[src/rtl/stif_pkg.sv]
// Purpose: Shared constants and types for the sensor threshold interrupt filter.
// Assumes: Registers are reached through a simple byte-wide register port of the device.
// Notes:   Offsets are the register addresses of the device's own map.
package stif_pkg;
	localparam logic [7:0] STIF_MODE_CFG_ADDR   = 8'hb4;
	localparam logic [7:0] STIF_PERSIST_ADDR    = 8'hbd;
	localparam logic [7:0] STIF_STATUS_ADDR     = 8'hc0;
	localparam int         STIF_LIGHT_DIRECT_BIT = 7;
	localparam int         STIF_PROX_HYST_BIT    = 6;
	localparam int         STIF_PERSIST_LSB      = 4;
	localparam logic [7:0] STIF_MODE_CFG_RST    = 8'h40;
	localparam logic [7:0] STIF_PERSIST_RST     = 8'h00;
	localparam logic [2:0] STIF_SEL_DEFAULT     = 3'h0;
	localparam logic [2:0] STIF_SEL_LIGHT       = 3'h2;
	localparam logic [2:0] STIF_SEL_PROX_FIRST  = 3'h3;
	localparam logic [2:0] STIF_SEL_PROX_SECOND = 3'h4;
	localparam int         STIF_DATA_W          = 16;

	typedef struct packed {
		logic [STIF_DATA_W-1:0] result;
		logic [STIF_DATA_W-1:0] low_threshold;
		logic [STIF_DATA_W-1:0] high_threshold;
	} stif_meas_t;

	typedef struct packed {
		logic       wr_en;
		logic       rd_en;
		logic [7:0] addr;
		logic [7:0] wdata;
	} stif_reg_req_t;

	typedef enum logic [1:0] {
		STIF_HS_ARMED   = 2'b00,
		STIF_HS_INSIDE  = 2'b01,
		STIF_HS_ABOVE   = 2'b10,
		STIF_HS_BELOW   = 2'b11
	} stif_hyst_state_t;
endpackage

[src/rtl/stif_prox_channel.sv]
// Purpose: One proximity interrupt channel with persistence and hysteresis.
// Assumes: done marks one completed proximity measurement, one cycle wide.
// Notes:   Two copies run side by side, one per proximity result.
`timescale 1ns/1ns
module stif_prox_channel (
	// Clock and reset
	input  wire logic                 clk_sys,
	input  wire logic                 rstn,
	// Control
	input  wire logic                 prox_sense_enable,
	input  wire logic                 prox_irq_hysteresis_mode,
	input  wire logic [3:0]           prox_persist_count,
	// Measurement
	input  wire logic                 done,
	input  wire stif_pkg::stif_meas_t meas,
	// Result
	output logic                      irq_pulse
);
	import stif_pkg::*;

	logic             out_range;
	logic             above;
	logic             below;
	logic [3:0]       count_q;
	logic [3:0]       count_d;
	logic             persist_ok;
	stif_hyst_state_t state_q;
	logic             hyst_fire;

	assign above      = meas.result > meas.high_threshold;
	assign below      = meas.result < meas.low_threshold;
	assign out_range  = above | below;
	// Saturate instead of wrapping so a long excursion keeps firing.
	assign count_d    = (count_q == 4'hf) ? count_q : count_q + 4'h1;
	assign persist_ok = (prox_persist_count == 4'h0) ||
	                    (out_range && count_d >= prox_persist_count);

	always_ff @(posedge clk_sys or negedge rstn) begin
		if (!rstn) begin
			count_q <= 4'h0;
		end else if (done) begin
			if (!out_range) begin
				count_q <= 4'h0;
			end else begin
				count_q <= count_d;
			end
		end
	end

	// Hysteresis: armed until first out-of-range, then only edge crossings fire.
	always_comb begin
		hyst_fire = 1'b0;
		unique case (state_q)
			STIF_HS_ARMED:  hyst_fire = out_range;
			STIF_HS_INSIDE: hyst_fire = out_range;
			STIF_HS_ABOVE:  hyst_fire = below;
			STIF_HS_BELOW:  hyst_fire = above;
		endcase
	end

	always_ff @(posedge clk_sys or negedge rstn) begin
		if (!rstn) begin
			state_q <= STIF_HS_ARMED;
		end else if (!prox_sense_enable) begin
			state_q <= STIF_HS_ARMED;
		end else if (done && persist_ok) begin
			if (above) begin
				state_q <= STIF_HS_ABOVE;
			end else if (below) begin
				state_q <= STIF_HS_BELOW;
			end
		end
	end

	always_ff @(posedge clk_sys or negedge rstn) begin
		if (!rstn) begin
			irq_pulse <= 1'b0;
		end else begin
			irq_pulse <= prox_sense_enable && done && persist_ok &&
			             (!prox_irq_hysteresis_mode || hyst_fire);
		end
	end
endmodule

[src/rtl/stif_top.sv]
// Purpose: Threshold interrupt filter for the light and two proximity channels.
// Assumes: Result strobes come from conversion engines; register port is byte wide.
// Notes:   Pin outputs are active-high levels; pin inversion lives elsewhere.
// How it works
// - Config bit 7 selects direct mode for the light interrupt.
// - Direct light mode fires only when the result crosses a threshold edge.
// - Otherwise light interrupt fires whenever result is above high or below low.
// - In direct mode the live light state drives whichever pin is mapped.
// - Proximity hysteresis with sensing enabled gives one initial out-of-range interrupt.
// - Afterwards a rise from below to above high raises a detect interrupt.
// - Afterwards a fall from above to below low raises a release interrupt.
// - Hysteresis applies to both proximity channels, each with own data and thresholds.
// - Persistence zero with hysteresis off raises a proximity interrupt every proximity cycle.
// - Persistence 1 to 15 needs that many consecutive out-of-range results.
// - An in-range proximity result clears the persistence counter.
`timescale 1ns/1ns
module stif_top (
	// Clock and reset
	input  wire logic                    clk_sys,
	input  wire logic                    rstn,
	// Register port
	input  wire stif_pkg::stif_reg_req_t reg_req,
	output logic [7:0]                   reg_rdata,
	// Static controls
	input  wire logic                    prox_sense_enable,
	input  wire logic [2:0]              irq_pin_source_select,
	input  wire logic [2:0]              aux_pin_source_select,
	// Light measurement
	input  wire logic                    light_done,
	input  wire stif_pkg::stif_meas_t    light_meas,
	// Proximity measurements
	input  wire logic                    prox_done,
	input  wire stif_pkg::stif_meas_t    prox_meas_first,
	input  wire stif_pkg::stif_meas_t    prox_meas_second,
	// Interrupt outputs
	output logic                         light_irq,
	output logic                         prox_irq_first,
	output logic                         prox_irq_second,
	output logic                         irq_pin,
	output logic                         aux_pin
);
	import stif_pkg::*;

	logic [7:0] mode_cfg_q;
	logic [7:0] persist_q;
	logic [2:0] status_q;
	logic       light_out_q;
	logic       light_out;
	logic       light_fire;
	logic       first_pulse;
	logic       second_pulse;
	logic       light_direct;
	logic       clear_hit;
	logic [1:0] chan_pulse;

	// Pin mapping is needed for both the main and auxiliary pins.
	function automatic logic pin_value(input logic [2:0] sel, input logic li, input logic p0,
	                                   input logic p1, input logic dflt);
		unique case (sel)
			STIF_SEL_LIGHT:       pin_value = li;
			STIF_SEL_PROX_FIRST:  pin_value = p0;
			STIF_SEL_PROX_SECOND: pin_value = p1;
			default:              pin_value = dflt;
		endcase
	endfunction

	assign light_direct = mode_cfg_q[STIF_LIGHT_DIRECT_BIT];
	assign light_out    = (light_meas.result > light_meas.high_threshold) ||
	                      (light_meas.result < light_meas.low_threshold);
	assign light_fire   = light_direct ? (light_out != light_out_q) : light_out;
	assign clear_hit    = reg_req.wr_en && reg_req.addr == STIF_STATUS_ADDR;

	always_ff @(posedge clk_sys or negedge rstn) begin
		if (!rstn) begin
			mode_cfg_q <= STIF_MODE_CFG_RST;
			persist_q  <= STIF_PERSIST_RST;
		end else if (reg_req.wr_en) begin
			if (reg_req.addr == STIF_MODE_CFG_ADDR) begin
				mode_cfg_q <= {reg_req.wdata[7:6], 6'h00};
			end
			if (reg_req.addr == STIF_PERSIST_ADDR) begin
				persist_q <= reg_req.wdata;
			end
		end
	end

	always_ff @(posedge clk_sys or negedge rstn) begin
		if (!rstn) begin
			reg_rdata <= 8'h00;
		end else if (reg_req.rd_en) begin
			unique case (reg_req.addr)
				STIF_MODE_CFG_ADDR: reg_rdata <= mode_cfg_q;
				STIF_PERSIST_ADDR:  reg_rdata <= persist_q;
				STIF_STATUS_ADDR:   reg_rdata <= {5'h00, status_q};
				default:            reg_rdata <= 8'h00;
			endcase
		end
	end

	always_ff @(posedge clk_sys or negedge rstn) begin
		if (!rstn) begin
			light_out_q <= 1'b0;
		end else if (light_done) begin
			light_out_q <= light_out;
		end
	end

	always_ff @(posedge clk_sys or negedge rstn) begin
		if (!rstn) begin
			light_irq <= 1'b0;
		end else if (light_direct) begin
			light_irq <= light_done ? light_out : light_out_q;
		end else begin
			light_irq <= light_done && light_fire;
		end
	end

	genvar ch;
	for (ch = 0; ch < 2; ch++) begin : g_prox
		stif_prox_channel u_chan (
			.clk_sys                  (clk_sys),
			.rstn                     (rstn),
			.prox_sense_enable        (prox_sense_enable),
			.prox_irq_hysteresis_mode (mode_cfg_q[STIF_PROX_HYST_BIT]),
			.prox_persist_count       (persist_q[STIF_PERSIST_LSB +: 4]),
			.done                     (prox_done),
			.meas                     (ch == 0 ? prox_meas_first : prox_meas_second),
			.irq_pulse                (chan_pulse[ch])
		);
	end

	assign first_pulse  = chan_pulse[0];
	assign second_pulse = chan_pulse[1];

	// Sticky status: a new event in the clearing cycle wins over the clear.
	always_ff @(posedge clk_sys or negedge rstn) begin
		if (!rstn) begin
			status_q <= 3'h0;
		end else begin
			status_q <= (status_q & ~(clear_hit ? reg_req.wdata[2:0] : 3'h0)) |
			            {second_pulse, first_pulse, light_done && light_fire};
		end
	end

	always_ff @(posedge clk_sys or negedge rstn) begin
		if (!rstn) begin
			prox_irq_first  <= 1'b0;
			prox_irq_second <= 1'b0;
			irq_pin         <= 1'b0;
			aux_pin         <= 1'b0;
		end else begin
			prox_irq_first  <= status_q[1];
			prox_irq_second <= status_q[2];
			irq_pin <= pin_value(irq_pin_source_select,
			                     light_direct ? light_irq : status_q[0],
			                     status_q[1], status_q[2], |status_q);
			aux_pin <= pin_value(aux_pin_source_select,
			                     light_direct ? light_irq : status_q[0],
			                     status_q[1], status_q[2], 1'b0);
		end
	end
endmodule

[config.mk]
export PLATFORM = sky130hd
export DESIGN_NAME = stif_top
export DESIGN_NICKNAME = d
export VERILOG_FILES = /design/src/rtl/stif_pkg.sv /design/src/rtl/stif_prox_channel.sv /design/src/rtl/stif_top.sv
export SDC_FILE = /design/constraint.sdc
export NUM_CORES = 1
export LEC_CHECK = 0
export ABC_AREA = 1
export BUFFER_PORTS_ARGS = -buffer_cell sky130_fd_sc_hd__buf_2
export CORE_MARGIN = 5
export CORE_UTILIZATION = 54
export DETAILED_ROUTE_END_ITERATION = 6
export HOLD_SLACK_MARGIN = 0.08
export PLACE_DENSITY_LB_ADDON = 0.05
export SYNTH_ARGS = -nofsm -noshare
export SYNTH_HDL_FRONTEND = slang
export SYNTH_SLANG_ARGS = --single-unit
[constraint.sdc]
create_clock -name clk_sys -period 3.9 [get_ports clk_sys]
set_input_delay 0.195 -clock clk_sys [delete_from_list [all_inputs] [get_ports clk_sys]]
set_output_delay 0.195 -clock clk_sys [all_outputs]
set_load 0.02 [all_outputs]
==> out/summary.txt <==
Clk Tree Root Cell - sky130_fd_sc_hd__clkbuf_8
Top cell type by total area after synthesis - sky130_fd_sc_hd__ha_1
Worst clock skew - 0.00614 ns
Met2 usage in global routing - 41.0%
Most used flip-flop cell after synthesis - sky130_fd_sc_hd__dfrtp_1
Number of core rows - 34
Proportion of layout cells with a drive suffix above 1 - 24.5%
Global-route wire length before repair - 19000 um
Via density per instance - 4.95
Vertical die dimension - 103 um
Number of warnings reported in the yosys synthesis log - 0
1st-pass router iterations - 4
Data required, critical path - 4.10 ns
Setup repair after global routing missed its margin - false
Hold Crit Class - in -> reg
Final Critical Period - 2.38 ns
Setup Buffers After CTS - 0
Gate count after technology mapping - 666
Detailed Route WL - 11500 um
Cell count of the worst hold path - 3
Cell area after synthesis - 4670 um^2
Residual DRC - 0
Category of the worst setup path launch point - flip-flop
Crit Path Class - reg -> reg
Total Power - 1.54 mW
Register-to-register path setup slack - 1.52 ns
Nets in the synthesized netlist - 942
Largest net degree at the start of global routing - 42
Post-detail-place hpwl - 10100 um
Clock transition at the registers of the reported paths - 0.08 ns
Outcome - finished, final reports clean
R2R depth - 14
Number of top-level pins - 186
Clk_lat worst skew - 0.30 ns
Largest driver fanout on the critical path - 4
Met3 GRT Util - 3.65%
Total negative slack - 0 ns
Via count of the first global-routing pass - 4739
Syn Area/Cell - 7.01 um^2
X dimension of the die - 103 um
Initial Util - 54.4%
Dpl ws - 1.60 ns
Number of port buffers - 185
Last weighted congestion value of the routability-driven placer - 0.858
Core box area - 8590 um^2
Initial antenna violation count - 0
Final worst-path cycle share - 61.1%
Final setup vio count - 0
Met1 demand-to-capacity share in global routing - 25.7%
Transition time of the tightest slew-check pin - 0.908 ns
Count of maximum capacitance violations - 0
Sink count of the clock tree - 41
CTS tree - built
Initial DRC count - 157
Gr busiest metal - met2
Proportion of synthesized flip-flops having asynchronous set or reset - 100%
Total number of vias - 4769
Number of H-tree levels - 2
Maximum number of buffers from clock root to sink - 2
Top area cells in the synthesized netlist - sky130_fd_sc_hd__ha_1 28%, sky130_fd_sc_hd__dfrtp_1 21%, sky130_fd_sc_hd__inv_1 13%
GRT Residual Overflow - 0
Die Outline Area - 10600 um^2
Inserted Clock Buffers - 5
Number of nets at the end of the flow - 1131
Endpoint of the worst-slack reg-to-reg timing path - g_prox[0].u_chan.state_q[0]
Sequential cell area fraction in the yosys report - 22.0%
Source of the worst register-to-register timing path - g_prox[0].u_chan.count_q[0]
Hold path startpoint - reg_req[4]
Rel. slew slack - 39.5%
Worst setup EP type - flip-flop
Synth Register Bits - 41
Avg WL per Cell - 11.9 um
Antenna Diode Count - 0
Number of library cell types mapped by synthesis - 34
Final-report hold violation count - 0
Total track usage - 21.8%
Max Transition Viols Final - 0
Area delta synth->final - 24.9%
Ratio of total power to cell area - 265 nW/um^2
Share of Yosys cell area claimed by the top area cell type - 27.6%
Worst supply voltage drop on vdd - 0.000187 V
CP Data Arrival Time - 2.58 ns
Slack of the critical path - 1.52 ns
Count of flip-flops with a built-in enable after synthesis - 0
Worst-case hold path end point - persist_q[4]
Final antenna-violating net count - 0
Highest clock rate - 0.420 GHz
Leakage power - 3.72 nW
## sequential cells by signal, summed over array words and instances, names as in the netlist, 2 cells and up
register / cells
g_prox.u_chan.irq_pulse: 2
persist_q: 8
g_prox.u_chan.state_q: 4
reg_rdata: 8
mode_cfg_q: 2
g_prox.u_chan.count_q: 8
status_q: 3
## Yosys cell counts, drive strengths merged, types with 3 or more instances
library cell,instances
inv,168
nand2,149
ha,103
a21oi,55
nor2,42
dfrtp,40
o21ai,32
nand3,18
o22ai,10
nand4,9
nor3,8
o211ai,6
a21o,4
o21a,3
o31ai,3
## logic make-up after synthesis
kind of cell               Yosys count  synth area share [%]
xor gates and xnor gates             2                 0.375
DFF                                 41                  22.0
AOI/OAI and AO/OA                  117                  14.1
buffers and inverters              172                  14.1
adders and majority gates          103                  27.6
and+or+nand+nor                    231                  21.8
## area by class of cell
cell class / instances / area [um^2]
Timing Repair Buffer: 186 / 936
Inverter: 168 / 631
Sequential cell: 41 / 1030
Multi-Input combinational cell: 453 / 2990
Clock buffer: 6 / 82.6
Fill cell: 798 / 2760
Clock inverter: 2 / 37.5
Tap cell: 108 / 135
## through the flow
| step | utilization [%] | cell area, um^2 | hold WS (ns) | cells |
|---|---|---|---|---|
| 2_1_floorplan | - | 4670 | -0.101 | 666 |
| 3_3_place_gp | 66.4 | 5700 | 0.364 | 955 |
| 3_5_place_dp | 66.4 | 5700 | 0.380 | 955 |
| 4_1_cts | 67.9 | 5830 | 0.0873 | 964 |
| 5_1_grt | 67.9 | 5830 | 0.0989 | 964 |
| 6_report | 67.9 | 5830 | 0.0950 | 964 |
## placed cells by master (no fill, tap or decap), types with 2 or more instances in the layout
cell                        instances
sky130_fd_sc_hd__inv_2              2
sky130_fd_sc_hd__clkbuf_8           6
sky130_fd_sc_hd__buf_2            185
sky130_fd_sc_hd__nor2_2             2
sky130_fd_sc_hd__nor2_1            39
sky130_fd_sc_hd__xor2_1             2
sky130_fd_sc_hd__nor3_1             8
sky130_fd_sc_hd__nand2_1          144
sky130_fd_sc_hd__dfrtp_1           40
sky130_fd_sc_hd__inv_1            166
sky130_fd_sc_hd__nand4_1            8
sky130_fd_sc_hd__o21ai_0           30
sky130_fd_sc_hd__ha_1             103
sky130_fd_sc_hd__o21ai_2            2
sky130_fd_sc_hd__a21oi_1           55
sky130_fd_sc_hd__o211ai_1           6
sky130_fd_sc_hd__o22ai_1           10
sky130_fd_sc_hd__o31ai_1            3
sky130_fd_sc_hd__a21o_1             4
sky130_fd_sc_hd__o21a_1             3
sky130_fd_sc_hd__nand3_1           18
sky130_fd_sc_hd__nand2_2            5
sky130_fd_sc_hd__o2111ai_1          2
## repair_timing
item	in CTS	in global routing
endpoints found under the hold margin	40	0
resized for setup	0	0
hold buffers	1	0
## worst max-delay path by stage
stage | startpoint | endpoint | slack (ns) | cells after the start
2_1_floorplan | g_prox[0].u_chan.count_q[0] | g_prox[0].u_chan.state_q[0] | 1.83 | 14
3_3_place_gp | g_prox[0].u_chan.count_q[0] | g_prox[0].u_chan.state_q[0] | 1.73 | 14
6_report | g_prox[0].u_chan.count_q[0] | g_prox[0].u_chan.state_q[0] | 1.52 | 14
4_1_cts | g_prox[0].u_chan.count_q[0] | g_prox[0].u_chan.state_q[0] | 1.52 | 14
5_1_grt | g_prox[0].u_chan.count_q[0] | g_prox[0].u_chan.state_q[0] | 1.32 | 14
3_5_place_dp | g_prox[1].u_chan.count_q[0] | g_prox[1].u_chan.state_q[0] | 1.60 | 14
## worst max-delay path, stage by stage (launching register included)
cell,delay [ns]
sky130_fd_sc_hd__dfrtp_1,0.39
sky130_fd_sc_hd__ha_1,0.18
sky130_fd_sc_hd__nand2_1,0.09
sky130_fd_sc_hd__nor2_1,0.27
sky130_fd_sc_hd__nand2_1,0.11
sky130_fd_sc_hd__o21a_1,0.14
sky130_fd_sc_hd__ha_1,0.30
sky130_fd_sc_hd__inv_1,0.07
sky130_fd_sc_hd__nor2_1,0.04
sky130_fd_sc_hd__o211ai_1,0.14
sky130_fd_sc_hd__nand3_1,0.14
sky130_fd_sc_hd__o211ai_1,0.24
sky130_fd_sc_hd__nand2_1,0.07
sky130_fd_sc_hd__inv_1,0.05
sky130_fd_sc_hd__nor2_1,0.04
## power by group
part	internal, mW	leakage (nW)	total [mW]	switching, mW
registers	0.490	0.500	0.534	0.0443
clock network	0.208	0.0574	0.362	0.154
logic	0.283	3.16	0.649	0.366
## layer usage
metal	part of all wire [%]	up-vias	wire length, um
met1	41	2095	4660
met3	7.6	17	870
met2	51	138	5810
li1	-	2519	-
met5	0	-	0
met4	1.4	0	157
Note: power is estimated with default switching activity, not from simulation.
